## src/logic/lpm_cfg.svh

```systemverilog
// Offsets, field positions, reset values and counts of the mode controller
// Assumes inclusion by its bare name from the design files
`ifndef LPM_CFG_SVH
`define LPM_CFG_SVH
`define LPM_OFF_CTRL    8'h00
`define LPM_OFF_STATUS  8'h04
`define LPM_OFF_ACK     8'h08
`define LPM_OFF_WAKE    8'h0C
`define LPM_CTRL_RST    8'h00
`define LPM_B_STOP      0
`define LPM_B_LVDON     1
`define LPM_B_LVDSTOP   2
`define LPM_B_PARTIAL_POWERDOWN_CTRL      3
`define LPM_B_RTCWK     4
`define LPM_B_LEGIRQ    5
`define LPM_B_TRIPHI    6
`define LPM_S_FLAG      3
`define LPM_S_HOLD      4
`define LPM_S_DBGEN     5
`define LPM_NWAKE       33
`define LPM_W_RSTPIN    0
`define LPM_W_IRQ       1
`define LPM_W_LVD       26
`define LPM_W_RTC       29
`define LPM_W_MODE      32
`define LPM_BOOT_CYC    2'h3
`endif

```

## src/logic/lpm_pkg.sv

```systemverilog
// Types of the low power mode controller
// Assumes nothing beyond a SystemVerilog compiler
package lpm_pkg;
	typedef enum logic [2:0] {
		ST_BOOT, ST_RUN, ST_BKGD, ST_WAIT, ST_STOP3, ST_STOP2
	} mode_t;
	typedef enum logic [2:0] {
		CMD_MEM, CMD_MEM_STAT, CMD_DBGREG, CMD_BACKGROUND,
		CMD_CPUREG, CMD_TRACE, CMD_GO
	} cmd_t;
endpackage

```

## src/logic/low_power_mode_controller.sv

```systemverilog
// Run, background, wait and stop mode sequencing with AXI4-Lite registers
// Assumes one clock aclk; pins and wake sources arrive asynchronously,
// CPU and debug host strobes are synchronous one-cycle pulses
//
// Functional notes
// - Background mode on low mode pin at reset, command, instruction, breakpoints.
// - In background mode the CPU is suspended awaiting debug commands.
// - Non-intrusive commands are accepted in run and background mode.
// - CPU register access, trace and resume work only in background mode.
// - Wait stops the CPU clock and clears the interrupt mask bit.
// - An interrupt in wait resumes with stacking into the service routine.
// - In wait only background and status commands; status reports error.
// - Stop with stop disabled gives an illegal opcode reset.
// - Stop with debug allowed enters shallow stop keeping debug enabled.
// - Both low-voltage bits set at stop: shallow stop, regulator active.
// - Otherwise partial powerdown control picks deep or shallow stop.
// - Shallow stop halts clocks but keeps all state, RAM and pins.
// - Shallow stop exits on reset pin, pin interrupts and listed peripherals.
// - Reset pin exit fetches reset vector; interrupt exit its own vector.
// - Debug allowed at stop keeps debug clock and full regulation.
// - Stop with debug: background command wakes; status reports error.
// - Deep stop latches pin controls and powers down all but RAM.
// - Deep stop exits on reset pin, enabled RTC, or legacy IRQ pin.
// - Deep stop wake restarts as power-on, held while supply low.
// - Deep wake sets flag, pins stay latched until acknowledge written.
// - Opening the latches hands pins back to port or peripheral control.
//
// Local design decisions: the address map and the AXI4-Lite register port.
`timescale 1ns/100ps
`include "lpm_cfg.svh"
module low_power_mode_controller (
	// Clock, reset, enable
	input  wire logic          aclk,
	input  wire logic          aresetn,
	input  wire logic          ce,
	// AXI4-Lite slave
	input  wire logic [7:0]    s_awaddr,
	input  wire logic          s_awvalid,
	output logic               s_awready,
	input  wire logic [31:0]   s_wdata,
	input  wire logic [3:0]    s_wstrb,
	input  wire logic          s_wvalid,
	output logic               s_wready,
	output logic [1:0]         s_bresp,
	output logic               s_bvalid,
	input  wire logic          s_bready,
	input  wire logic [7:0]    s_araddr,
	input  wire logic          s_arvalid,
	output logic               s_arready,
	output logic [31:0]        s_rdata,
	output logic [1:0]         s_rresp,
	output logic               s_rvalid,
	input  wire logic          s_rready,
	// Asynchronous pins and wake sources
	input  wire logic          debug_mode_select_pin,
	input  wire logic          reset_pin_n,
	input  wire logic          irq_pin_n,
	input  wire logic [7:0]    port_a_pin_interrupts,
	input  wire logic [7:0]    port_b_pin_interrupts,
	input  wire logic [7:0]    port_d_pin_interrupts,
	input  wire logic          low_supply_detector,
	input  wire logic          low_supply_warning,
	input  wire logic          adc_done,
	input  wire logic          rtc_wake,
	input  wire logic          can_wake,
	input  wire logic          sci_rx_irq,
	// CPU core
	input  wire logic          wait_insn,
	input  wire logic          stop_insn,
	input  wire logic          enter_debug_instruction,
	input  wire logic          irq_req,
	output logic               cpu_clk_en,
	output logic               cpu_reset,
	output logic               imask_clear,
	output logic               irq_stack_start,
	output logic               illegal_reset,
	output logic               cpu_step,
	// Debug host and breakpoints
	input  wire logic          bdc_breakpoint,
	input  wire logic          dbg_breakpoint,
	input  wire logic          cmd_valid,
	input  lpm_pkg::cmd_t      cmd,
	input  wire logic          cmd_data,
	output logic               cmd_ok,
	output logic               cmd_err,
	output logic               cmd_reject,
	// Power and pins
	output logic               periph_clk_en,
	output logic               debug_clk_en,
	output logic               regulator_full,
	output logic               power_off,
	output logic               pin_hold,
	output logic               lv_trip_high
);
	import lpm_pkg::*;

	localparam int NW = `LPM_NWAKE;

	mode_t            state_q;
	mode_t            state_d;
	logic [NW-1:0]    raw;
	logic [NW-1:0]    sync1_q;
	logic [NW-1:0]    sync2_q;
	logic [NW-1:0]    sync3_q;
	logic [NW-1:0]    wk_q;
	logic [7:0]       ctrl_q;
	logic             dbg_allow_q;
	logic             flag_q;
	logic             hold_q;
	logic             reg_keep_q;
	logic [1:0]       boot_cnt_q;
	logic             aw_got_q;
	logic             w_got_q;
	logic [7:0]       awaddr_q;
	logic [31:0]      wdata_q;
	logic             wstrb0_q;
	logic             do_wr;
	logic             ack_wr;
	logic             bg_req;
	logic             deep_wake;
	logic             s3_wake;

	function automatic logic mapped(input logic [7:0] a);
		mapped = (a == `LPM_OFF_CTRL) || (a == `LPM_OFF_STATUS) ||
			(a == `LPM_OFF_ACK) || (a == `LPM_OFF_WAKE);
	endfunction

	// Inversion sits before the first stage so all sources are active high
	assign raw = {~debug_mode_select_pin, sci_rx_irq, can_wake, rtc_wake,
		adc_done, low_supply_warning, low_supply_detector,
		port_d_pin_interrupts, port_b_pin_interrupts,
		port_a_pin_interrupts, ~irq_pin_n, ~reset_pin_n};

	// Stages run through reset so the mode pin is settled at release
	always_ff @(posedge aclk) begin
		if (ce) begin
			sync1_q <= raw;
			sync2_q <= sync1_q;
			sync3_q <= sync2_q;
		end
	end

	// A rise counts only once stages two and three agree; any disagreement clears at once
	always_ff @(posedge aclk) begin
		if (!aresetn) begin
			wk_q <= '0;
		end else if (ce) begin
			wk_q <= (sync2_q & sync3_q) | (wk_q & ~(sync2_q ^ sync3_q));
		end
	end

	assign bg_req = enter_debug_instruction || bdc_breakpoint ||
		dbg_breakpoint || (cmd_valid && cmd == CMD_BACKGROUND);
	// Stop3 exit sources; all but the mode pin
	assign s3_wake = |wk_q[NW-2:0];
	assign deep_wake = wk_q[`LPM_W_RSTPIN] ||
		(ctrl_q[`LPM_B_RTCWK] && wk_q[`LPM_W_RTC]) ||
		(ctrl_q[`LPM_B_LEGIRQ] && wk_q[`LPM_W_IRQ]);

	always_comb begin
		state_d = state_q;
		case (state_q)
			ST_BOOT: begin
				// Held in reset while the supply is low, like power-on
				if (boot_cnt_q == `LPM_BOOT_CYC && !wk_q[`LPM_W_LVD]) begin
					state_d = wk_q[`LPM_W_MODE] ? ST_BKGD : ST_RUN;
				end
			end
			ST_RUN: begin
				if (bg_req) begin
					state_d = ST_BKGD;
				end else if (stop_insn && ctrl_q[`LPM_B_STOP]) begin
					if (dbg_allow_q) begin
						state_d = ST_STOP3;
					end else if (ctrl_q[`LPM_B_LVDON] && ctrl_q[`LPM_B_LVDSTOP]) begin
						state_d = ST_STOP3;
					end else begin
						state_d = ctrl_q[`LPM_B_PARTIAL_POWERDOWN_CTRL] ? ST_STOP2 : ST_STOP3;
					end
				end else if (wait_insn) begin
					state_d = ST_WAIT;
				end
			end
			ST_BKGD: begin
				if (cmd_valid && cmd == CMD_GO) begin
					state_d = ST_RUN;
				end
			end
			ST_WAIT: begin
				if (cmd_valid && cmd == CMD_BACKGROUND) begin
					state_d = ST_BKGD;
				end else if (wk_q[`LPM_W_RSTPIN]) begin
					state_d = ST_BOOT;
				end else if (irq_req) begin
					state_d = ST_RUN;
				end
			end
			ST_STOP3: begin
				if (dbg_allow_q && cmd_valid && cmd == CMD_BACKGROUND) begin
					state_d = ST_BKGD;
				end else if (wk_q[`LPM_W_RSTPIN]) begin
					state_d = ST_BOOT;
				end else if (s3_wake) begin
					state_d = ST_RUN;
				end
			end
			ST_STOP2: begin
				if (deep_wake) begin
					state_d = ST_BOOT;
				end
			end
			default: state_d = ST_BOOT;
		endcase
	end

	always_ff @(posedge aclk) begin
		if (!aresetn) begin
			state_q    <= ST_BOOT;
			boot_cnt_q <= 2'h0;
		end else if (ce) begin
			state_q    <= state_d;
			boot_cnt_q <= (state_q == ST_BOOT && boot_cnt_q != `LPM_BOOT_CYC) ?
				boot_cnt_q + 2'h1 : (state_q == ST_BOOT ? boot_cnt_q : 2'h0);
		end
	end

	// CPU side strobes, all registered one-cycle pulses
	always_ff @(posedge aclk) begin
		if (!aresetn) begin
			imask_clear     <= 1'b0;
			irq_stack_start <= 1'b0;
			illegal_reset   <= 1'b0;
			cpu_step        <= 1'b0;
		end else if (ce) begin
			imask_clear     <= state_q == ST_RUN && state_d == ST_WAIT;
			irq_stack_start <= (state_q == ST_WAIT || state_q == ST_STOP3) &&
				state_d == ST_RUN;
			illegal_reset   <= state_q == ST_RUN && !bg_req && stop_insn &&
				!ctrl_q[`LPM_B_STOP];
			cpu_step        <= state_q == ST_BKGD && cmd_valid &&
				cmd == CMD_TRACE;
		end
	end

	// Debug command answers
	always_ff @(posedge aclk) begin
		if (!aresetn) begin
			cmd_ok      <= 1'b0;
			cmd_err     <= 1'b0;
			cmd_reject  <= 1'b0;
			dbg_allow_q <= 1'b0;
		end else if (ce) begin
			cmd_ok     <= 1'b0;
			cmd_err    <= 1'b0;
			cmd_reject <= 1'b0;
			if (state_q == ST_STOP2 && state_d == ST_BOOT) begin
				dbg_allow_q <= 1'b0;
			end
			if (cmd_valid) begin
				case (state_q)
					ST_RUN, ST_BKGD: begin
						if (cmd <= CMD_BACKGROUND || state_q == ST_BKGD) begin
							cmd_ok <= 1'b1;
							if (cmd == CMD_DBGREG) begin
								dbg_allow_q <= cmd_data;
							end
						end else begin
							cmd_reject <= 1'b1;
						end
					end
					ST_WAIT, ST_STOP3: begin
						if (cmd == CMD_MEM_STAT) begin
							cmd_err <= 1'b1;
						end else if (cmd == CMD_BACKGROUND &&
							(state_q == ST_WAIT || dbg_allow_q)) begin
							cmd_ok <= 1'b1;
						end else begin
							cmd_reject <= 1'b1;
						end
					end
					default: cmd_reject <= 1'b1;
				endcase
			end
		end
	end

	// Regulator choice is caught at the stop instruction
	always_ff @(posedge aclk) begin
		if (!aresetn) begin
			reg_keep_q <= 1'b0;
		end else if (ce && state_q == ST_RUN && state_d == ST_STOP3) begin
			reg_keep_q <= dbg_allow_q ||
				(ctrl_q[`LPM_B_LVDON] && ctrl_q[`LPM_B_LVDSTOP]);
		end
	end

	// Pins stay latched from deep stop entry until acknowledged after wake
	always_ff @(posedge aclk) begin
		if (!aresetn) begin
			flag_q <= 1'b0;
			hold_q <= 1'b0;
		end else if (ce) begin
			if (state_q == ST_STOP2 && state_d == ST_BOOT) begin
				flag_q <= 1'b1;
			end else if (ack_wr) begin
				flag_q <= 1'b0;
			end
			if (state_d == ST_STOP2) begin
				hold_q <= 1'b1;
			end else if (ack_wr && state_q != ST_STOP2) begin
				hold_q <= 1'b0;
			end
		end
	end

	// Shallow stop gates clocks and drops full regulation unless reg_keep_q is set; no state is touched
	assign cpu_clk_en     = state_q == ST_RUN;
	assign cpu_reset      = state_q == ST_BOOT;
	assign periph_clk_en  = state_q != ST_STOP3 &&
		state_q != ST_STOP2;
	assign debug_clk_en   = state_q != ST_STOP2 &&
		(state_q != ST_STOP3 || dbg_allow_q);
	assign regulator_full = (state_q != ST_STOP3 && state_q != ST_STOP2) ||
		(state_q == ST_STOP3 && reg_keep_q);
	assign power_off      = state_q == ST_STOP2;
	assign pin_hold       = hold_q;
	assign lv_trip_high   = ctrl_q[`LPM_B_TRIPHI];

	// AXI4-Lite write path; address and data may come in either order
	assign s_awready = ce && !aw_got_q && !s_bvalid;
	assign s_wready  = ce && !w_got_q && !s_bvalid;
	assign do_wr     = aw_got_q && w_got_q && !s_bvalid;
	assign ack_wr    = ce && do_wr && awaddr_q == `LPM_OFF_ACK &&
		wstrb0_q && wdata_q[0];

	always_ff @(posedge aclk) begin
		if (!aresetn) begin
			aw_got_q <= 1'b0;
			w_got_q  <= 1'b0;
			awaddr_q <= 8'h00;
			wdata_q  <= 32'h0000_0000;
			wstrb0_q <= 1'b0;
			s_bvalid <= 1'b0;
			s_bresp  <= 2'h0;
		end else if (ce) begin
			if (s_awvalid && s_awready) begin
				aw_got_q <= 1'b1;
				awaddr_q <= {s_awaddr[7:2], 2'h0};
			end
			if (s_wvalid && s_wready) begin
				w_got_q  <= 1'b1;
				wdata_q  <= s_wdata;
				wstrb0_q <= s_wstrb[0];
			end
			if (do_wr) begin
				aw_got_q <= 1'b0;
				w_got_q  <= 1'b0;
				s_bvalid <= 1'b1;
				s_bresp  <= mapped(awaddr_q) ? 2'h0 : 2'h2;
			end else if (s_bready) begin
				s_bvalid <= 1'b0;
			end
		end
	end

	always_ff @(posedge aclk) begin
		if (!aresetn) begin
			ctrl_q <= `LPM_CTRL_RST;
		end else if (ce) begin
			if (state_q == ST_STOP2 && state_d == ST_BOOT) begin
				ctrl_q <= `LPM_CTRL_RST;
			end else if (do_wr && awaddr_q == `LPM_OFF_CTRL && wstrb0_q) begin
				ctrl_q <= {1'b0, wdata_q[6:0]};
			end
		end
	end

	// Read path answers one cycle after the address is taken
	assign s_arready = ce && !s_rvalid;

	always_ff @(posedge aclk) begin
		if (!aresetn) begin
			s_rvalid <= 1'b0;
			s_rdata  <= 32'h0000_0000;
			s_rresp  <= 2'h0;
		end else if (ce) begin
			if (s_arvalid && s_arready) begin
				s_rvalid <= 1'b1;
				s_rresp  <= mapped({s_araddr[7:2], 2'h0}) ? 2'h0 : 2'h2;
				case ({s_araddr[7:2], 2'h0})
					`LPM_OFF_CTRL:   s_rdata <= {24'h00_0000, ctrl_q};
					`LPM_OFF_STATUS: s_rdata <= {26'h000_0000, dbg_allow_q,
						hold_q, flag_q, state_q};
					`LPM_OFF_WAKE:   s_rdata <= wk_q[31:0];
					default:         s_rdata <= 32'h0000_0000;
				endcase
			end else if (s_rready) begin
				s_rvalid <= 1'b0;
			end
		end
	end

	// Checks
	logic run_stop;
	assign run_stop = state_q == ST_RUN && !bg_req && stop_insn &&
		ctrl_q[`LPM_B_STOP];

	AST_ILLEGAL: assert property (@(posedge aclk) disable iff (!aresetn)
		ce && state_q == ST_RUN && !bg_req && stop_insn &&
		!ctrl_q[`LPM_B_STOP] |=> illegal_reset && state_q == ST_RUN)
		else $error("stop while disabled gave no illegal reset");
	AST_DBG_STOP: assert property (@(posedge aclk) disable iff (!aresetn)
		ce && run_stop && dbg_allow_q |=>
		state_q == ST_STOP3 && debug_clk_en && regulator_full)
		else $error("debug stop did not keep debug running");
	AST_LV_STOP: assert property (@(posedge aclk) disable iff (!aresetn)
		ce && run_stop && !dbg_allow_q && ctrl_q[`LPM_B_LVDON] &&
		ctrl_q[`LPM_B_LVDSTOP] |=> state_q == ST_STOP3 && regulator_full)
		else $error("low voltage stop lost regulator");
	AST_DEEP_SEL: assert property (@(posedge aclk) disable iff (!aresetn)
		ce && run_stop && !dbg_allow_q && !ctrl_q[`LPM_B_LVDSTOP] |=>
		(state_q == ST_STOP2) == $past(ctrl_q[`LPM_B_PARTIAL_POWERDOWN_CTRL]))
		else $error("wrong stop level selected");
	AST_WAIT: assert property (@(posedge aclk) disable iff (!aresetn)
		ce && state_q == ST_RUN && !bg_req && !stop_insn && wait_insn |=>
		imask_clear && !cpu_clk_en)
		else $error("wait entry wrong");
	AST_STAT_ERR: assert property (@(posedge aclk) disable iff (!aresetn)
		ce && cmd_valid && cmd == CMD_MEM_STAT &&
		(state_q == ST_WAIT || state_q == ST_STOP3) |=> cmd_err && !cmd_ok)
		else $error("status command in low power did not error");
	AST_ACT_ONLY: assert property (@(posedge aclk) disable iff (!aresetn)
		ce && cmd_valid && cmd == CMD_CPUREG && state_q == ST_RUN |=>
		cmd_reject)
		else $error("active only command accepted in run");
	AST_FLAG: assert property (@(posedge aclk) disable iff (!aresetn)
		flag_q && !ack_wr |=> flag_q && hold_q)
		else $error("powerdown flag or hold dropped early");
	AST_HOLD: assert property (@(posedge aclk) disable iff (!aresetn)
		state_q == ST_STOP2 |-> pin_hold && power_off && !periph_clk_en)
		else $error("deep stop without pin hold");
	AST_SUSPEND: assert property (@(posedge aclk) disable iff (!aresetn)
		state_q == ST_BKGD |-> !cpu_clk_en)
		else $error("cpu clocked in background mode");
	AST_DEEP_WAKE: assert property (@(posedge aclk) disable iff (!aresetn)
		ce && state_q == ST_STOP2 && wk_q[`LPM_W_RSTPIN] |=>
		state_q == ST_BOOT && flag_q && ctrl_q == `LPM_CTRL_RST)
		else $error("deep stop wake did not restart");

	COV_WAIT_IRQ: cover property (@(posedge aclk) disable iff (!aresetn)
		state_q == ST_WAIT ##1 irq_stack_start);
	COV_STOP3_WAKE: cover property (@(posedge aclk) disable iff (!aresetn)
		state_q == ST_STOP3 ##1 state_q == ST_RUN);
	COV_DEEP_ACK: cover property (@(posedge aclk) disable iff (!aresetn)
		flag_q ##1 !flag_q && !hold_q);
endmodule

```

## config.mk

```make
export PLATFORM = sky130hd
export DESIGN_NAME = low_power_mode_controller
export DESIGN_NICKNAME = d
export VERILOG_FILES = /design/src/logic/lpm_pkg.sv /design/src/logic/low_power_mode_controller.sv
export VERILOG_INCLUDE_DIRS = /design/src /design/src/logic
export SDC_FILE = /design/constraint.sdc
export NUM_CORES = 1
export LEC_CHECK = 0
export ABC_AREA = 1
export BUFFER_PORTS_ARGS = -buffer_cell sky130_fd_sc_hd__buf_4
export CAP_MARGIN = 0
export CORE_ASPECT_RATIO = 0.9
export CORE_MARGIN = 5
export CORE_UTILIZATION = 45
export DETAILED_ROUTE_END_ITERATION = 8
export HOLD_SLACK_MARGIN = 0.03
export PLACE_DENSITY = 0.74
export SLEW_MARGIN = 5
export SYNTH_ARGS = -nofsm -noshare
export SYNTH_HDL_FRONTEND = slang
export SYNTH_SLANG_ARGS = --single-unit
```

## constraint.sdc

```tcl
create_clock -name aclk -period 1.8 [get_ports aclk]
set_clock_uncertainty 0.1 [all_clocks]
set_input_delay 0.36 -clock aclk [delete_from_list [all_inputs] [get_ports aclk]]
set_output_delay 0.36 -clock aclk [all_outputs]
set_load 0.05 [all_outputs]
```

==> run_results.csv, run 1 <==
group,metric,value,unit
status,status,"finished, violations left",
status,violations,"setup timing",
setup_path,reg2reg_from,"state_q[0]",
logic_synthesis,avgSynthCellArea,9.77,um2
logic_synthesis,ys_seq_area_share,63.2,%
place,dpl.hpwl,12800,um
global_routing,grt_pass1_vias,6321,
setup_path,end_kind,"output pin",
pwr,peakVddDrop,0.830,mV
die,io_pins,160,
place,pre_cts_ws,-0.168,ns
finish,multiInputGateArea,2970,um2
routing,drcViolationCount,0,
finish,regArea,5150,um2
finish,n_antenna_cell,0,
sta,fin_setup_tns,-3.15,ns
routing,drt_first_pass_iters,5,
sta,finalCritPeriodShare,115,%
sta,slew_viol_final,0,
finish,fillCellCount,1393,
setup_path,timing.rr.end,"ctrl_q[2]",
pwr,leakagePower,4.67,nW
finish,area_growth,40.5,%
hold_path,hold_start,"stop_insn",
finish,final_common_cell,"nand2_1",
pwr,p_sw,2.70,mW
routing,ant_nets,0,
cts,cts_tree,"built",
pwr,p_seq_share,48.2,%
cts,cts_buffers,22,
global_routing,grt_start_max_net_pins,70,
run,cap_violations,0,
cts,clock_path_buffers,3,
place,placed_cell_area,9680,um2
hold_path,holdPathStages,3,
die,die_x,152,um
finish,drive_above_1_share,28.1,%
pwr,internal_power,8.47,mW
sta,rsz0062_at_grt,"yes",
setup_path,rrSetupSlack,-0.22,ns
pwr,power.density,979,nW/um2
sta,hold_violations,0,
logic_synthesis,synth_seq_cells,207,
routing,drtIter0Drc,356,
setup_path,reg2reg_depth,13,
cts,ctsRootBufferMaster,"clkbuf_16",
die,coreArea,17700,um2
setup_path,critPathMaxFanout,3,
logic_synthesis,synth_cells,831,
finish,nNetsFinal,1202,
cts,clk_latency,0.51,ns
place,placed_cells,1210,
sta,timing.fmax,0.483,GHz
cts,clock_sinks,207,
place,numPortBuffers,125,
routing,wl_per_cell,14.8,um
finish,final_cell_mix,"nand2_1 (214), buf_4 (171), dfxtp_1 (99), edfxtp_1 (99), a21oi_1 (88)",
die,die_h,137,um
setup_path,crit_type,"flop to output pin",
finish,final_util,64.6,%
die,die-area,20800,um2
finish,fin_area,11400,um2
setup_path,crit_required,1.34,ns
hold_path,min_to,"illegal_reset",
routing,num_vias,6504,
hold_path,hold_path.class,"input pin to flop",
logic_synthesis,ys_types,31,
setup_path,cp.arrival,1.61,ns
logic_synthesis,synthesis.area,8120,um2
routing,via_per_inst,4.93,
cts,htreeDepth,1,
sta,setup_ws,-0.271,ns
cts,path_clk_slew,0.06,ns
place,gp_congestion,0.938,
global_routing,antenna_found_initial,0,
global_routing,gr-total-overflow,0,
sta,setup_viol,21,
finish,final_cells,1320,
pwr,clock_power_share,40.5,%
setup_path,cp-startpoint,"state_q[0]",
die,start_util,46.0,%
global_routing,grt_pass1_wl,31100,um
sta,min_period,2.07,ns
global_routing,grt_usage,18.6,%
setup_path,cp-start-kind,"flop",
pwr,p_sw_share,24.2,%
routing,finalWirelength,19600,um
die,rows,46,
logic_synthesis,yosysWarnings,0,
pwr,combPwrFrac,11.3,%
[power groups by stage]
| stage | sequential (mW) | clock [mW] | combinational (mW) |
|---|---|---|---|
| floorplan | 5.58 | 0 | 0.466 |
| global placement | 5.47 | 0 | 1.03 |
| detailed placement | 5.48 | 0 | 1.06 |
| CTS | 5.39 | 4.63 | 1.20 |
| global route | 5.41 | 4.85 | 1.39 |
| finish | 5.39 | 4.53 | 1.26 |
[through the flow]
stage                     power (mW)  hold WS (ns)
final                           11.2        0.0592
after global routing            11.6        0.0551
after CTS                       11.2        0.0335
after detailed placement        6.54         0.305
after global placement          6.50         0.301
after floorplan                 6.05         0.300
[layer usage]
metal	up-vias	GRT usage, %	part of all wire (%)
met5	-	0	0
met4	0	4.89	2.9
li1	3273	-	-
met2	185	31.5	47
met3	46	3.45	5.4
met1	3000	24.5	44
[layout make-up]
class                   instances  area share, %
clock buffers                  34           5.73
inverters                      43           1.50
clock inverters                 6          0.800
repair buffers                241           18.2
multi-input cells             549           26.0
flip-flops and latches        207           45.2
well taps                     240           2.63
[critical path: stages, from the launching register on]
cell,delay [ns]
dfxtp_4,0.36
buf_6,0.11
nor2_4,0.13
nand2_4,0.08
buf_6,0.12
o21ai_4,0.13
buf_6,0.18
[state kept, by name, indices dropped and copies added, names as in the netlist, 2 cells and up]
name	count
sync3_q	33
awaddr_q	6
ctrl_q	7
boot_cnt_q	2
wk_q	33
sync1_q	33
sync2_q	33
state_q	3
wdata_q	7
s_rdata	32
[worst max path at each step]
stage | end | cells past startpoint
2_1_floorplan | ctrl_q[6] | 11
3_3_place_gp | irq_stack_start | 9
3_5_place_dp | irq_stack_start | 9
4_1_cts | regulator_full | 5
5_1_grt | ctrl_q[6] | 13
6_report | regulator_full | 6
[synth_stat cells, drive strengths merged]
| master | n | area, um2 |
|---|---|---|
| a21boi | 1 | 7.51 |
| a21oi | 95 | 479 |
| a22oi | 1 | 7.51 |
| a31oi | 4 | 25.0 |
| and2 | 1 | 8.76 |
| and3 | 1 | 6.26 |
| buf | 8 | 42.5 |
| clkbuf | 25 | 93.8 |
| conb | 1 | 3.75 |
| dfxtp | 108 | 2160 |
| edfxtp | 99 | 2970 |
| ha | 34 | 425 |
| inv | 43 | 161 |
| nand2 | 225 | 852 |
| nand3 | 15 | 85.1 |
| nand4 | 12 | 75.1 |
| nor2 | 92 | 360 |
| nor3 | 6 | 41.3 |
| nor4 | 1 | 12.5 |
| o21ai | 57 | 285 |
| o221ai | 1 | 8.76 |
| o22ai | 1 | 6.26 |
[timing repair]
item | 4_1_cts | 5_1_grt
gates resized for setup | 48 | 58
hold buffers | 47 | 1
pin swaps | 13 | 27
setup endpoints to repair | 21 | 25
buffers inserted | 11 | 11
hold endpoints to repair | 47 | 1
[kinds of logic after synthesis]
logic type | share of synthesized area, %
other cells | 0.0462
buf+inv | 3.67
fa+ha+maj | 5.24
flops | 63.2
compound gates | 10.1
simple gates | 17.7
Power figures use the tool's default switching activity.
==> run 2: changes to the inputs <==
CELL_PAD_IN_SITES_DETAIL_PLACEMENT = 1   (was not set)
CELL_PAD_IN_SITES_GLOBAL_PLACEMENT = 2   (was not set)
CORE_UTILIZATION = 34   (was 45)
PLACE_DENSITY = 0.86   (was 0.74)
==> run_results.csv, run 2 (synthesized netlist as in run 1, its figures left out) <==
group,metric,value,unit
status,status,"finished, violations left",
status,violations,"setup timing",
pwr,leakagePower,4.80,nW
finish,area_growth,43.0,%
sta,rsz0062_at_grt,"yes",
routing,drcViolationCount,0,
setup_path,critPathMaxStageDelay,0.38,ns
sta,fin_setup_tns,-1.68,ns
setup_path,slowest_stage,"dfxtp_4",
routing,drtIter0Drc,299,
pwr,internal_power,8.59,mW
hold_path,hold_path.class,"input pin to flop",
sta,hold_violations,0,
sta,setup_viol,15,
global_routing,grt_start_max_net_pins,81,
setup_path,cp.arrival,1.54,ns
global_routing,grt_usage,16.4,%
finish,final_util,49.5,%
global_routing,grt_pass1_vias,7211,
cts,clk_latency,0.51,ns
cts,htreeDepth,1,
sta,timing.fmax,0.501,GHz
global_routing,grt_pass1_wl,36400,um
routing,via_per_inst,4.79,
die,io_pins,160,
setup_path,worstPathCellList,"nor2_4, nand2_4, buf_6, o21ai_4, buf_6",
pwr,p_sw,2.75,mW
place,gp_congestion,0.881,
finish,fillCellCount,2601,
die,die-area,27100,um2
finish,drive_above_1_share,29.4,%
global_routing,antenna_found_initial,0,
finish,final_cells,1409,
routing,wl_per_cell,16.4,um
setup_path,cp-startpoint,"state_q[0]",
cts,cts_buffers,23,
routing,drt_first_pass_iters,4,
finish,final_common_cell,"nand2_1",
place,numPortBuffers,125,
hold_path,hold_start,"s_awaddr[3]",
setup_path,reg2reg_from,"state_q[1]",
setup_path,end_kind,"output pin",
die,die_x,173,um
place,placed_cells,1308,
setup_path,cp-start-kind,"flop",
cts,cts_tree,"built",
die,start_util,34.6,%
cts,clock_sinks,207,
routing,ant_nets,0,
setup_path,critPathMaxFanout,5,
routing,finalWirelength,23100,um
setup_path,crit_type,"flop to output pin",
sta,min_period,2.00,ns
finish,final_cell_mix,"nand2_1 (214), buf_4 (201), dfxtp_1 (99), edfxtp_1 (99), a21oi_1 (87)",
pwr,combPwrFrac,11.5,%
setup_path,crit_required,1.34,ns
run,cap_violations,0,
pwr,clock_power_share,41.0,%
sta,finalCritPeriodShare,111,%
cts,path_clk_slew,0.06,ns
place,dpl.hpwl,15800,um
finish,nNetsFinal,1228,
pwr,power.density,976,nW/um2
place,placed_cell_area,10100,um2
pwr,peakVddDrop,0.613,mV
cts,clock_path_buffers,3,
die,coreArea,23500,um2
finish,fin_area,11600,um2
global_routing,gr-total-overflow,0,
pwr,p_seq_share,47.5,%
sta,slew_viol_final,0,
cts,ctsRootBufferMaster,"clkbuf_16",
sta,setup_ws,-0.195,ns
finish,n_antenna_cell,0,
finish,multiInputGateArea,2910,um2
pwr,p_sw_share,24.2,%
finish,regArea,5150,um2
die,die_h,157,um
routing,num_vias,6747,
die,rows,53,
setup_path,crit_top_cell,"buf_6",
-- run 2: changes by cell type in the layout (fill, tap and decap cells not counted), sizes merged --
cell | before | now
dlygate4sd3 | 48 | 47
clkbuf | 34 | 36
clkinv | 3 | 5
buf | 193 | 219
inv | 45 | 43
-- run 2: power groups by stage --
stage	clock, mW	sequential (mW)	combinational (mW)
2_1_floorplan	0	5.58	0.466
3_3_place_gp	0	5.46	1.12
3_5_place_dp	0	5.48	1.16
4_1_cts	4.79	5.38	1.29
5_1_grt	5.02	5.41	1.44
6_report	4.65	5.39	1.31
-- run 2: stage by stage --
step / total power, mW / hold WS [ns] / setup WS, ns
finish: 11.3 / 0.0448 / -0.195
global route: 11.9 / 0.0474 / -0.260
CTS: 11.5 / 0.0364 / -0.177
detailed placement: 6.64 / 0.306 / -0.140
global placement: 6.58 / 0.301 / -0.139
floorplan: 6.05 / 0.300 / -0.170
-- run 2: final cells by class --
type                       instances  share of cell area [%]
sequential                       207                    44.4
tap                              302                    3.25
timing repair buffer             266                    19.4
multi-input combinational        549                    25.0
clock inverter                     6                   0.506
inverter                          43                    1.41
clock buffer                      36                    5.99
-- run 2: timing repair --
item                       in CTS  in global routing
hold endpoints to repair       47                  0
setup endpoints to repair      21                 24
setup buffers                   7                  5
hold buffers                   47                  0
pin swaps                      12                 12
resized for setup              43                 40
-- run 2: path summary, 6_finish.rpt --
| check | slack [ns] | end | depth (start not counted) |
|---|---|---|---|
| setup / recovery | -0.20 | regulator_full | 5 |
| hold / removal | 0.04 | awaddr_q[3] | 3 |
| setup reg to reg | -0.14 | ctrl_q[5] | 11 |
| hold reg to reg | 0.32 | sync2_q[31] | 0 |
-- run 2: critical path: cells and delay by family, from the launching register on --
family,cells,cell delay (ns)
AOI/OAI and AO/OA,1,0.14
DFF,1,0.38
buffers and inverters,2,0.30
and+or+nand+nor,2,0.22
-- run 2: layer usage --
layer	vias up	GRT usage [%]	wire [um]
li1	3328	-	-
met1	3256	20.3	9940
met2	126	30.1	11700
met3	37	2.97	915
met4	0	4.14	541
met5	-	0	0
